### config.mk
export PLATFORM = sky130hd
export DESIGN_NAME = lfcd_decoder
export DESIGN_NICKNAME = d
export VERILOG_FILES = /design/src/lfcd_pkg.sv /design/src/lfcd_decoder.sv /design/src/lfcd_fifo.sv
export SDC_FILE = /design/constraint.sdc
export NUM_CORES = 2
export LEC_CHECK = 0
export BUFFER_PORTS_ARGS = -buffer_cell sky130_fd_sc_hd__buf_2
export CAP_MARGIN = 5
export CORE_UTILIZATION = 40
export CTS_CLUSTER_SIZE = 30
export DETAILED_ROUTE_END_ITERATION = 7
export HOLD_SLACK_MARGIN = 0.03
export PLACE_DENSITY = 0.58
export SLEW_MARGIN = 30
export SYNTH_ARGS = -nofsm -noshare
export SYNTH_HDL_FRONTEND = slang
export SYNTH_SLANG_ARGS = --single-unit
### constraint.sdc
create_clock -name ref_clk -period 4 [get_ports ref_clk]
set_clock_uncertainty 0.05 [all_clocks]
set_input_delay 1.2 -clock ref_clk [delete_from_list [all_inputs] [get_ports ref_clk]]
set_output_delay 1.2 -clock ref_clk [all_outputs]
set_load 0.005 [all_outputs]
### src/lfcd_pkg.sv
// package of the transponder command decoder: opcodes, timing, frame formats
// assumes a 20 MHz ref_clk and an external demodulator and modulator
package lfcd_pkg;

    localparam int unsigned CLK_FREQ_MHZ = 20;
    localparam int unsigned TE_SLOW_US   = 200;
    localparam int unsigned TE_FAST_US   = 100;
    localparam logic [11:0] TE_SLOW_CYC  = 12'(TE_SLOW_US * CLK_FREQ_MHZ);
    localparam logic [11:0] TE_FAST_CYC  = 12'(TE_FAST_US * CLK_FREQ_MHZ);

    localparam logic [4:0] OP_SELECT    = 5'h00;
    localparam logic [4:0] OP_RD_CFG    = 5'h01;
    localparam logic [4:0] OP_RD_USER_WORD_3   = 5'h07;
    localparam logic [4:0] OP_PROGRAM   = 5'h08;
    localparam logic [4:0] OP_WR_CFG    = 5'h09;
    localparam logic [4:0] OP_WR_SER_HI = 5'h0B;
    localparam logic [4:0] OP_WR_USER_WORD_0   = 5'h0C;
    localparam logic [4:0] OP_WR_USER_WORD_3   = 5'h0F;
    localparam logic [4:0] OP_CR_K1_AUT = 5'h10;
    localparam logic [4:0] OP_CR_K1_HOP = 5'h11;
    localparam logic [4:0] OP_CR_K2_AUT = 5'h14;
    localparam logic [4:0] OP_CR_K2_HOP = 5'h15;
    localparam logic [4:0] OP_HOP_REQ   = 5'h18;
    localparam logic [4:0] OP_DEFAULT   = 5'h1C;

    // frame lengths in bits, opcode included
    localparam logic [5:0] LEN_OPCODE   = 6'd5;
    localparam logic [5:0] LEN_WR_PLAIN = 6'd21;
    localparam logic [5:0] LEN_WR_PROT  = 6'd49;
    localparam logic [5:0] LEN_CHAL     = 6'd37;
    localparam logic [5:0] LEN_SEL_MAX  = 6'd30;
    localparam logic [4:0] SEL_BITS     = 5'd25;

    // response payload lengths; start pulse and preamble add three elements, an acknowledge sends the start pulse alone
    localparam logic [5:0] RESP_ACK     = 6'd0;
    localparam logic [5:0] RESP_WORD    = 6'd16;
    localparam logic [5:0] RESP_LONG    = 6'd32;
    localparam logic [5:0] TX_OVERHEAD  = 6'd3;
    localparam logic [2:0] TX_HEAD      = 3'h4;

    localparam logic [2:0] NVM_ADDR_CFG = 3'h0;
    localparam logic [2:0] NVM_ADDR_USER_WORD_0 = 3'h3;

    localparam int unsigned CFG_BAUD_BIT    = 8;
    localparam int unsigned CFG_ANTICOL_BIT = 9;
    localparam logic [15:0] CFG_RESET       = 16'h0000;
    localparam int unsigned FIFO_DEPTH      = 32;

    typedef enum logic [2:0] {
        LFCD_IDLE, LFCD_RX, LFCD_TOKEN, LFCD_NVM, LFCD_CIPH, LFCD_HOP
    } lfcd_state_e;

    typedef struct packed {
        logic [15:0] config_word;
        logic [15:0] serial_low_word;
        logic [15:0] serial_high_word;
        logic [15:0] user_word_0;
        logic [15:0] user_word_1;
        logic [15:0] user_word_2;
        logic [15:0] user_word_3;
    } lfcd_words_s;

    typedef struct packed {
        logic [5:0]  len;
        logic [31:0] data;
    } lfcd_resp_s;

    typedef struct packed {
        logic        key_two;
        logic        hop_alg;
        logic [31:0] challenge;
    } lfcd_cipher_s;

    typedef struct packed {
        logic [2:0]  addr;
        logic [15:0] data;
    } lfcd_nvm_wr_s;

endpackage

### src/lfcd_decoder.sv
// command decoder of the battery-less transponder
// assumes demodulated bits arrive as pulses and a modulator follows lc_tx
// Notes on behaviour
// - read opcodes return config, serial halves, user words
// - write opcodes store words; 01000 is programming
// - challenge opcodes pick key and cipher
// - opcode 11000 requests a hopping code
// - opcode 11100 selects default communication settings
// - select opcode only with anticollision; 1-25 bits
// - compare only received serial bits; rest wildcard
// - low three serial bits identify the token
// - each clocked one advances token counter from 000
// - counter match plus serial match: acknowledge, selected
// - unselected token stays silent until reselected
// - reset clears selected and unselected state
// - read answer: start pulse, preamble 01, word
// - storage: four user, two serial, one config word
// - write acknowledge only after successful store
// - protected writes need matching 28-bit transport code
// - new config word acts only after reset
// - acknowledge delay follows the memory's own time
// - commands are 5-bit opcode plus data after start
// - all bits travel least significant first
// - time element 200 us or 100 us by baud select
`timescale 1ns/1ps
`default_nettype none
module lfcd_decoder (
    // clock and reset
    input  wire logic                   ref_clk,
    input  wire logic                   reset,
    // demodulated link from the reader
    input  wire logic                   rx_start,
    input  wire logic                   rx_bit_valid,
    input  wire logic                   rx_bit,
    input  wire logic                   rx_end,
    // nonvolatile words and write port
    input  wire lfcd_pkg::lfcd_words_s  nvm_words,
    input  wire logic [27:0]            transport_code,
    output logic                        nvm_wr_req,
    output lfcd_pkg::lfcd_nvm_wr_s      nvm_wr,
    input  wire logic                   nvm_wr_done,
    input  wire logic                   nvm_wr_ok,
    // cipher and hopping code engines
    output logic                        cipher_req,
    output lfcd_pkg::lfcd_cipher_s      cipher_cmd,
    input  wire logic                   cipher_done,
    input  wire logic [31:0]            cipher_result,
    output logic                        hop_req,
    input  wire logic                   hop_done,
    input  wire logic [31:0]            hop_code,
    output logic                        prog_req,
    // response toward the modulator
    output logic                        lc_tx_active,
    output logic                        lc_tx_level,
    output logic                        lf_time_element,
    // status
    output logic                        token_selected
);
    import lfcd_pkg::*;

    typedef struct packed {
        lfcd_state_e   st;
        logic [5:0]    bcnt;
        logic [4:0]    opc;
        logic [43:0]   data;
        logic          cfg_loaded;
        logic [15:0]   cfg;
        logic          dflt;
        logic          sel_done;
        logic          selected;
        logic          sel_match;
        logic          tok_first;
        logic [2:0]    tok;
        logic          nvm_req;
        lfcd_nvm_wr_s  nvm;
        logic          ciph_req;
        lfcd_cipher_s  ciph;
        logic          hopping_cipher;
        logic          prog;
        logic          push;
        lfcd_resp_s    resp;
        logic [11:0]   te_cnt;
        logic          te_tick;
        logic          tx_busy;
        logic [5:0]    tx_left;
        logic [34:0]   tx_sh;
    } lfcd_state_s;

    localparam lfcd_state_s RESET_STATE = '{
        st: LFCD_IDLE, cfg: CFG_RESET, tx_sh: '1, default: '0};

    lfcd_state_s    q;
    lfcd_state_s    d;
    logic           push_ready;
    logic           pop_valid;
    lfcd_resp_s     pop_data;
    logic           anticol;
    logic           muted;
    logic [11:0]    te_limit;
    logic           frame_end;
    logic [31:0]    serial;

    // opcode low bits map onto the word index of the store
    function automatic logic [2:0] op_addr(input logic [4:0] op);
        return 3'(op[2:0] - 3'h1);
    endfunction

    function automatic logic [15:0] word_at(input lfcd_words_s w,
                                            input logic [2:0] a);
        case (a)
            3'h0:    return w.config_word;
            3'h1:    return w.serial_low_word;
            3'h2:    return w.serial_high_word;
            3'h3:    return w.user_word_0;
            3'h4:    return w.user_word_1;
            3'h5:    return w.user_word_2;
            default: return w.user_word_3;
        endcase
    endfunction

    // the default command overrides the stored options until reset
    assign anticol   = q.cfg[CFG_ANTICOL_BIT] && !q.dflt;
    assign te_limit  = (q.cfg[CFG_BAUD_BIT] && !q.dflt) ?
                       TE_FAST_CYC : TE_SLOW_CYC;
    assign muted     = anticol && q.sel_done && !q.selected;
    assign frame_end = (q.st == LFCD_RX) && rx_end;
    assign serial    = {nvm_words.serial_high_word,
                        nvm_words.serial_low_word};

    always_comb begin
        logic [4:0]  n;
        logic [24:0] mask;
        logic [24:0] got;
        logic [2:0]  tok_n;
        n     = '0;
        mask  = '0;
        got   = '0;
        tok_n = '0;
        d = q;
        d.hopping_cipher     = 1'b0;
        d.prog    = 1'b0;
        d.te_tick = 1'b0;
        // the snapshot makes a freshly written word wait for reset
        if (!q.cfg_loaded) begin
            d.cfg        = nvm_words.config_word;
            d.cfg_loaded = 1'b1;
        end
        if (q.te_cnt >= 12'(te_limit - 12'd1)) begin
            d.te_cnt  = '0;
            d.te_tick = 1'b1;
        end else begin
            d.te_cnt = 12'(q.te_cnt + 12'd1);
        end
        if (q.push && push_ready) begin
            d.push = 1'b0;
        end
        case (q.st)
            LFCD_IDLE, LFCD_TOKEN: begin
                if (rx_start && !q.push) begin
                    d.st   = LFCD_RX;
                    d.bcnt = '0;
                    d.opc  = '0;
                    d.data = '0;
                end else if (q.st == LFCD_TOKEN && rx_bit_valid && rx_bit
                             && !q.push) begin
                    tok_n       = q.tok_first ? 3'h0 : 3'(q.tok + 3'h1);
                    d.tok       = tok_n;
                    d.tok_first = 1'b0;
                    if (q.sel_match &&
                        tok_n == nvm_words.serial_low_word[2:0]) begin
                        d.selected = 1'b1;
                        d.push     = 1'b1;
                        d.resp     = '{len: RESP_ACK, data: '0};
                        d.st       = LFCD_IDLE;
                    end
                end
            end
            LFCD_RX: begin
                if (rx_bit_valid) begin
                    if (q.bcnt < LEN_OPCODE) begin
                        d.opc = {rx_bit, q.opc[4:1]};
                    end else begin
                        d.data = {rx_bit, q.data[43:1]};
                    end
                    if (q.bcnt != 6'h3F) begin
                        d.bcnt = 6'(q.bcnt + 6'd1);
                    end
                end
                if (rx_end) begin
                    d.st = LFCD_IDLE;
                    if (q.opc == OP_SELECT) begin
                        if (anticol && q.bcnt > LEN_OPCODE &&
                            q.bcnt <= LEN_SEL_MAX) begin
                            n    = 5'(q.bcnt - LEN_OPCODE);
                            mask = 25'h1FFFFFF >> (SEL_BITS - n);
                            got  = q.data[43:19] >> (SEL_BITS - n);
                            d.sel_match = ((got ^ serial[27:3]) & mask)
                                          == '0;
                            d.sel_done  = 1'b1;
                            d.selected  = 1'b0;
                            d.tok_first = 1'b1;
                            d.st        = LFCD_TOKEN;
                        end
                    end else if (!muted) begin
                        if (q.opc <= OP_RD_USER_WORD_3) begin
                            if (q.bcnt == LEN_OPCODE) begin
                                d.push = 1'b1;
                                d.resp = '{len: RESP_WORD, data: {16'h0000,
                                         word_at(nvm_words, op_addr(q.opc))}};
                            end
                        end else if (q.opc == OP_PROGRAM) begin
                            d.prog = 1'b1;
                        end else if (q.opc <= OP_WR_USER_WORD_3) begin
                            d.nvm.addr = op_addr(q.opc);
                            d.nvm.data = q.data[43:28];
                            if (q.opc >= OP_WR_USER_WORD_0 &&
                                q.bcnt == LEN_WR_PLAIN) begin
                                d.nvm_req = 1'b1;
                                d.st      = LFCD_NVM;
                            end else if (q.opc <= OP_WR_SER_HI &&
                                         q.bcnt == LEN_WR_PROT &&
                                         q.data[27:0] == transport_code) begin
                                d.nvm_req = 1'b1;
                                d.st      = LFCD_NVM;
                            end
                        end else if ((q.opc == OP_CR_K1_AUT ||
                                      q.opc == OP_CR_K1_HOP ||
                                      q.opc == OP_CR_K2_AUT ||
                                      q.opc == OP_CR_K2_HOP) &&
                                     q.bcnt == LEN_CHAL) begin
                            d.ciph_req       = 1'b1;
                            d.ciph.key_two   = q.opc[2];
                            d.ciph.hop_alg   = q.opc[0];
                            d.ciph.challenge = q.data[43:12];
                            d.st             = LFCD_CIPH;
                        end else if (q.opc == OP_HOP_REQ &&
                                     q.bcnt == LEN_OPCODE) begin
                            d.hopping_cipher = 1'b1;
                            d.st  = LFCD_HOP;
                        end else if (q.opc == OP_DEFAULT &&
                                     q.bcnt == LEN_OPCODE) begin
                            d.dflt = 1'b1;
                        end
                    end
                end
            end
            LFCD_NVM: begin
                // the memory's own write time sets the wait
                if (nvm_wr_done) begin
                    d.nvm_req = 1'b0;
                    d.st      = LFCD_IDLE;
                    if (nvm_wr_ok) begin
                        d.push = 1'b1;
                        d.resp = '{len: RESP_ACK, data: '0};
                    end
                end
            end
            LFCD_CIPH: begin
                if (cipher_done) begin
                    d.ciph_req = 1'b0;
                    d.push     = 1'b1;
                    d.resp     = '{len: RESP_LONG, data: cipher_result};
                    d.st       = LFCD_IDLE;
                end
            end
            LFCD_HOP: begin
                if (hop_done) begin
                    d.push = 1'b1;
                    d.resp = '{len: RESP_LONG, data: hop_code};
                    d.st   = LFCD_IDLE;
                end
            end
            default: begin
                d.st = LFCD_IDLE;
            end
        endcase
        // one element low, preamble 0 then 1, payload from bit 0
        if (!q.tx_busy && pop_valid) begin
            d.tx_busy = 1'b1;
            d.tx_sh   = {pop_data.data, TX_HEAD};
            d.tx_left = (pop_data.len == RESP_ACK) ? 6'd1 :
                        6'(pop_data.len + TX_OVERHEAD);
            // starting at one keeps the first element one long, except when a tick falls in the start cycle and cuts it to one clock
            d.te_cnt  = 12'd1;
        end else if (q.tx_busy && q.te_tick) begin
            d.tx_sh   = {1'b1, q.tx_sh[34:1]};
            d.tx_left = 6'(q.tx_left - 6'd1);
            if (q.tx_left == 6'd1) begin
                d.tx_busy = 1'b0;
                d.tx_sh   = '1;
            end
        end
    end

    always_ff @(posedge ref_clk) begin
        if (reset) begin
            q <= RESET_STATE;
        end else begin
            q <= d;
        end
    end

    // queue of answers waiting for the modulator; a full queue holds push
    lfcd_fifo #(
        .WIDTH($bits(lfcd_resp_s)),
        .DEPTH(FIFO_DEPTH)
    ) u_resp_fifo (
        .ref_clk  (ref_clk),
        .reset    (reset),
        .in_valid (q.push),
        .in_ready (push_ready),
        .in_data  (q.resp),
        .out_valid(pop_valid),
        .out_ready(!q.tx_busy),
        .out_data (pop_data)
    );

    assign nvm_wr_req      = q.nvm_req;
    assign nvm_wr          = q.nvm;
    assign cipher_req      = q.ciph_req;
    assign cipher_cmd      = q.ciph;
    assign hop_req         = q.hopping_cipher;
    assign prog_req        = q.prog;
    assign lc_tx_active    = q.tx_busy;
    assign lc_tx_level     = q.tx_sh[0];
    assign lf_time_element = q.te_tick;
    assign token_selected  = q.selected;
endmodule // lfcd_decoder
`default_nettype wire

### src/lfcd_fifo.sv
// response queue: width and depth set by parameters
// assumes one clock and a synchronous active-high reset
`timescale 1ns/1ps
`default_nettype none
module lfcd_fifo #(
    parameter int unsigned WIDTH = 38,
    parameter int unsigned DEPTH = 32
) (
    // clock and reset
    input  wire logic             ref_clk,
    input  wire logic             reset,
    // filling side
    input  wire logic             in_valid,
    output logic                  in_ready,
    input  wire logic [WIDTH-1:0] in_data,
    // draining side
    output logic                  out_valid,
    input  wire logic             out_ready,
    output logic [WIDTH-1:0]      out_data
);
    localparam int unsigned AW = $clog2(DEPTH);

    typedef struct packed {
        logic [AW:0] wr;
        logic [AW:0] rd;
    } lfcd_fifo_s;

    lfcd_fifo_s             q;
    lfcd_fifo_s             d;
    logic [WIDTH-1:0]       mem [DEPTH];

    // extra pointer bit tells full from empty
    assign out_valid = q.wr != q.rd;
    assign in_ready  = q.wr != {~q.rd[AW], q.rd[AW-1:0]};
    assign out_data  = mem[q.rd[AW-1:0]];

    always_comb begin
        d = q;
        if (in_valid && in_ready) begin
            d.wr = q.wr + 1'b1;
        end
        if (out_valid && out_ready) begin
            d.rd = q.rd + 1'b1;
        end
    end

    always_ff @(posedge ref_clk) begin
        if (reset) begin
            q <= '0;
        end else begin
            q <= d;
        end
        if (in_valid && in_ready) begin
            mem[q.wr[AW-1:0]] <= in_data;
        end
    end
endmodule // lfcd_fifo
`default_nettype wire

Yosys cells after proc, flatten, opt, wreduce, memory -nomap -nowiden

Memories as Yosys holds them, arrays and structs flattened. A register that Yosys moved wholly into a read port is not among the register bits.
Index checks and enable logic that the tools add are counted.

Register bits after elaboration: 246
Word-level logic and storage cells: 257
Bits of input ports: 214
Output and inout port bits: 61
Memories kept: 1
ROM bits: 0
Latch bits: 0
RAM bits: 1,216

Memory list:

| name            | depth | width | rd ports | clocked after memory_dff | wr ports | RTL line        | source |
|---|---|---|---|---|---|---|---|
| u_resp_fifo.mem | 32    | 38    | 1        | 1                        | 1        | lfcd_fifo.sv:30 | `logic [WIDTH-1:0] mem [DEPTH];` |

Equality and inequality tests: 54
Reduce and logical (&&, ||, !) cells: 58
Bitwise gates (word level): 13
Multipliers: 0
Divide/modulo/power cells: 0
Add/sub/neg operators: 11
Order comparisons: 8
Mux-type cells: 77
Shift-type cells: 2

Operator list:

| kind                                                                 | number |
|---|---|
| 39-bit two-way mux                                                   | 9 |
| 96-bit two-way mux                                                   | 3 |
| 39-bit one-hot mux with 5 select lines                               | 1 |
| 55-bit two-way mux                                                   | 2 |
| 55-bit one-hot mux with 2 select lines                               | 1 |
| 16-bit one-hot mux with 6 select lines                               | 1 |
| 42-bit two-way mux                                                   | 2 |
| 3-bit two-way mux                                                    | 19 |
| 57-bit two-way mux                                                   | 1 |
| 56-bit two-way mux                                                   | 1 |
| 44-bit two-way mux                                                   | 1 |
| 36-bit two-way mux                                                   | 1 |
| 35-bit two-way mux                                                   | 1 |
| 34-bit two-way mux                                                   | 1 |
| 2-bit != test (second input constant)                                | 16 |
| 5-bit equality test (second input constant)                          | 6 |
| 28-bit equality test                                                 | 1 |
| 25-bit AND                                                           | 1 |
| 25-bit zero test                                                     | 1 |
| 25-bit by 5-bit >> shifter with 25-bit output                        | 1 |
| 25-bit by 5-bit >> shifter with 25-bit output (first input constant) | 1 |
| 25-bit XOR                                                           | 1 |
| 1-bit logical AND                                                    | 20 |
| 20-bit two-way mux                                                   | 1 |
| 59 further kinds                                                     | 130 |

Logic depth before layout (Yosys ltp)

Word-level depth: 13
Mapped depth: 16

Modules after synthesis

Synthesis repeated with hierarchy kept, for this count alone.

Cells, all modules: 4,253
Area total of the unflattened synthesis: 60,772.0 um2

Modules (own cells, without submodules):

| module       | area each (um2) | cells each | sequential area each (um2) | times used |
|---|---|---|---|---|
| lfcd_fifo    | 48,041.1        | 2,725      | 36,855.3                   | 1 |
| lfcd_decoder | 12,731.0        | 1,528      | 4,324.1                    | 1 |

Worst setup path after synthesis

No wires, ideal clock.

Path kind: register to register
Start: reg u_resp_fifo.q[9] (netlist name)
End: mem u_resp_fifo.mem[15][0] (enable)
Arrival time: 3.004 ns
Buffers on the path: 2
Setup slack: 0.519 ns
Stages on the path, launching flop included: 9
Clock period less this slack: 3.481 ns
Setup time: 0.427 ns
Cell sequence: dfxtp_1 -> clkbuf_1 -> xor2_1 -> nor3_1 -> nand2_1 -> o21a_1 -> clkbuf_1 -> nand2_1 -> nor2_1

Word-level cells in the longest chain between the ends: 4

RTL lines:

| what                                    | RTL line        | source |
|---|---|---|
| start, declared                         | lfcd_fifo.sv:28 | `lfcd_fifo_s q;` |
| 6-bit != test                           | lfcd_fifo.sv:34 | `assign in_ready = q.wr != {~q.rd[AW], q.rd[AW-1:0]};` |
| 1-bit logical AND                       | lfcd_fifo.sv:53 | `if (in_valid && in_ready) begin` |
| 1-bit two-way mux                       | lfcd_fifo.sv:53 |  |
| 1-bit two-way mux (not written as such) | lfcd_fifo.sv:54 | `mem[q.wr[AW-1:0]] <= in_data;` |
| end, declared                           | lfcd_fifo.sv:30 |  |

Parallel ways exist; a longest one is shown, timed or not.

Worst setup path after layout

Start: reg q[226] (netlist name)
End: reg q[155] (netlist name)

Word-level cells in the longest chain between the ends: 6

RTL lines:

| what                                          | RTL line                                 | source |
|---|---|---|
| start, declared                               | lfcd_decoder.sv:92                       | `lfcd_state_s q;` |
| start signal, assigned                        | lfcd_decoder.sv:297                      | `q <= RESET_STATE;` |
| start signal, assigned                        | lfcd_decoder.sv:299                      | `q <= d;` |
| 5-bit by 3-bit subtractor with 5-bit output   | lfcd_decoder.sv:194                      | `n = 5'(q.bcnt - LEN_OPCODE);` |
| 5-bit subtractor                              | lfcd_decoder.sv:195, lfcd_decoder.sv:196 |  |
| 25-bit by 5-bit >> shifter with 25-bit output | lfcd_decoder.sv:196                      | `got = q.data[43:19] >> (SEL_BITS - n);` |
| 25-bit XOR                                    | lfcd_decoder.sv:197                      | `d.sel_match = ((got ^ serial[27:3]) & mask)` |
| 25-bit AND                                    | lfcd_decoder.sv:197                      |  |
| 25-bit zero test                              | lfcd_decoder.sv:197                      |  |

Parallel ways exist; a longest one is shown, timed or not.
A chain may end at the register's enable or synchronous reset.

==> impl_metrics.ini <==
[synthesis]
ys_ff_latch = 1321
synthFlopType = edfxtp_1
synth_edf_count = 1088
syn_area_mm2 = 0.0539
synth_area_leaders = edfxtp_1 (61%), mux4_2 (15%), dfxtp_1 (8.6%), nand2_1 (1.5%), mux2i_1 (1.3%)
synth_top_area_share_pct = 60.6
yosysUniqueCellTypes = 82
yosysTopAreaCell = edfxtp_1
syn_inst = 3094
avgSynthCellArea_um2 = 17.4
ys_seq_area_share_pct = 69.2
async_reset_ff_share_pct = 0
synth_warnings = 0
syn_nets = 3332

[critical_path]
path_depth = 12
critical_path.top_delay_family = multiplexers
start_kind = flop
crit_required_ns = 4.63
reg2reg_from = q[226]$_SDFFE_PP0P_
endpoint = q[155]$_SDFFE_PP0P_
cp.arrival_ns = 4.14
crit_start = q[226]$_SDFFE_PP0P_
crit_path_max_fanout = 33
worst-setup-path-type = flop to flop
critPathCaptureType = flop
cp_slowest_cell = mux4_1
rr_worst_depth = 12
ff2ff_setup_slack_ns = 0.49
crit_buf_inv = 2
critical_path.cell_chain = ha_1, inv_1, ha_1, buf_12, mux4_1, mux2i_1, nand2_1, nand2_1, o21ai_0, nor4_1, a41oi_1, o21ai_1
r2r-end = q[155]$_SDFFE_PP0P_
max_stage_delay_ns = 0.64

[route]
viasPerCell = 5.72
drc = 10
via_count = 30100
drtPass1Iterations = 8
wl_um = 151000
drtIter0Drc = 2968
postRouteAntennaNets = 0
wl_per_cell_um = 28.7

[power]
p_leak_nw = 18.6
ir_drop_mv = 0.384
powerDensity_mw_per_mm2 = 512

[clock_tree]
clkLatencyLatePin_ns = 0.79
path_clk_slew_ns = 0.06
hold_buffers = 0
cts.sinks = 1321
htree_num_levels = 4
clockBufferDepth = 3
post_cts_buffers = 0
cts_root_buffer = clkbuf_16
cts_tree = yes
cts_buffers = 138
cts_resized = 0

[timing]
max_freq_ghz = 0.285
finalSetupTns_ns = 0
setup_ws_ns = 0.486
rsz0062_at_grt = false
slew_violations = 0
period_needed_ns = 3.51
finalCritPeriodShare_pct = 87.8
slew_headroom_pct = 30.6
hold_viol_final = 0
setup_viol = 0
tightestPinTransition_ns = 1.04

[floorplanning]
die_w_um = 369
rows = 134
dieArea_mm2 = 0.136
coreArea_mm2 = 0.134
die-height_um = 369
ios = 275
start_util_pct = 40.4

[job]
drv_cap = 0

[final_layout]
layout-drive-gt1-share_pct = 30.2
register_area_mm2 = 0.0374
final_cell_mix = edfxtp_1 (1088), mux4_2 (355), buf_2 (273), nand2_1 (212), dfxtp_1 (200)
nNetsFinal = 3608
areaGrowthSynthToFinish_pct = 15.7
multi_input_area_mm2 = 0.0156
mostFrequentLayoutCell = edfxtp_1
n_fill_cell = 11300

[global_route]
grt_max_degree = 90
antenna_found_initial = 7
grt_pass1_wl_um = 217000
grt_usage_pct = 22.2
overflow = 0
grt_pass1_vias = 31000

[outcome]
violations = DRC
outcome = finished with violations

[place]
dp_slack_ns = 0.361
hpwl_um = 90300
io_buffer_count = 274
place_congestion = 0.907

[worst_hold_path]
hold_path_class = flop to flop
synthesized netlist by cell type (all sizes together) (52+ instances only):
library cell,number
a21oi,90
a221oi,57
a22oi,69
buf,120
clkbuf,135
dfxtp,233
edfxtp,1088
mux2i,76
mux4,358
nand2,212
nor2,193
o21ai,70
xnor2,52
how the worst min path moves through the flow:
stage          cells after the start  slack [ns]                          end                        start
3_3_place_gp                       2        0.39      nvm_wr[12]$_SDFFE_PP0P_      nvm_wr[12]$_SDFFE_PP0P_
6_report                           2        0.40  cipher_cmd[26]$_SDFFE_PP0P_  cipher_cmd[26]$_SDFFE_PP0P_
3_5_place_dp                       2        0.39  cipher_cmd[26]$_SDFFE_PP0P_  cipher_cmd[26]$_SDFFE_PP0P_
5_1_grt                            2        0.42       nvm_wr[9]$_SDFFE_PP0P_       nvm_wr[9]$_SDFFE_PP0P_
2_1_floorplan                      2        0.38            q[2]$_SDFFE_PP1P_            q[2]$_SDFFE_PP1P_
4_1_cts                            2        0.40  cipher_cmd[26]$_SDFFE_PP0P_  cipher_cmd[26]$_SDFFE_PP0P_
routing by layer:
| layer | up-vias | part of all wire (%) | GRT usage [%] |
|---|---|---|---|
| li1 | 12900 | - | - |
| met1 | 15600 | 40 | 29.0 |
| met2 | 1258 | 49 | 36.5 |
| met3 | 256 | 7.0 | 4.10 |
| met4 | 2 | 3.8 | 9.06 |
| met5 | - | 0.0053 | 0 |
worst register-to-register path: cells and delay by family (launching register included):
kind	cells	cell delay (ns)
multiplexers	2	1.01
AO/OA/AOI/OAI	3	0.43
adder cells (fa/ha/maj)	2	0.61
flip-flops	1	0.49
AND/OR/NAND/NOR	3	0.53
buffers and inverters	2	0.28
cell type report:
cell class                 instances  share of cell area, %
antenna                            3                 0.0120
clock buffer                     194                   6.08
clock inverter                    62                   1.19
inverter                          22                  0.132
multi-input combinational       1496                   25.0
sequential                      1321                   59.9
tap                             1768                   3.54
timing repair buffer             391                   4.19
flip-flops by register name, indices dropped and copies added, names as in the netlist, 12 cells and up, named ones only:
register,cells
cipher_cmd,34
nvm_wr,19
q,155
u_resp_fifo.mem,1088
u_resp_fifo.q,12
stage by stage:
| step | cell area [um2] | instances | utilization [%] | power (W) | hold WS [ns] |
|---|---|---|---|---|---|
| after floorplan | 53900 | 3094 | - | 0.0184 | 0.376 |
| after global placement | 57800 | 4998 | 43.3 | 0.0196 | 0.390 |
| after detailed placement | 57900 | 4998 | 43.3 | 0.0197 | 0.394 |
| after CTS | 62400 | 5254 | 46.7 | 0.0323 | 0.402 |
| after global routing | 62400 | 5257 | 46.7 | 0.0331 | 0.424 |
| final | 62400 | 5257 | 46.7 | 0.0320 | 0.400 |
cell families after synthesis:
group / Yosys count / synth area share [%]
flip-flops: 1321 / 69.2
AND/OR/NAND/NOR: 544 / 4.43
multiplexers: 438 / 16.5
AO/OA/AOI/OAI: 387 / 5.03
buffers and inverters: 277 / 2.51
XOR/XNOR: 103 / 1.72
adder cells (fa/ha/maj): 24 / 0.557
power breakdown:
| part | leakage, nW | internal, W | switching (W) |
|---|---|---|---|
| Combinational | 5.72 | 0.00200 | 0.00211 |
| Sequential | 10.7 | 0.0149 | 0.000242 |
| Clock | 2.17 | 0.00714 | 0.00554 |
Power figures use the tool's default switching activity.
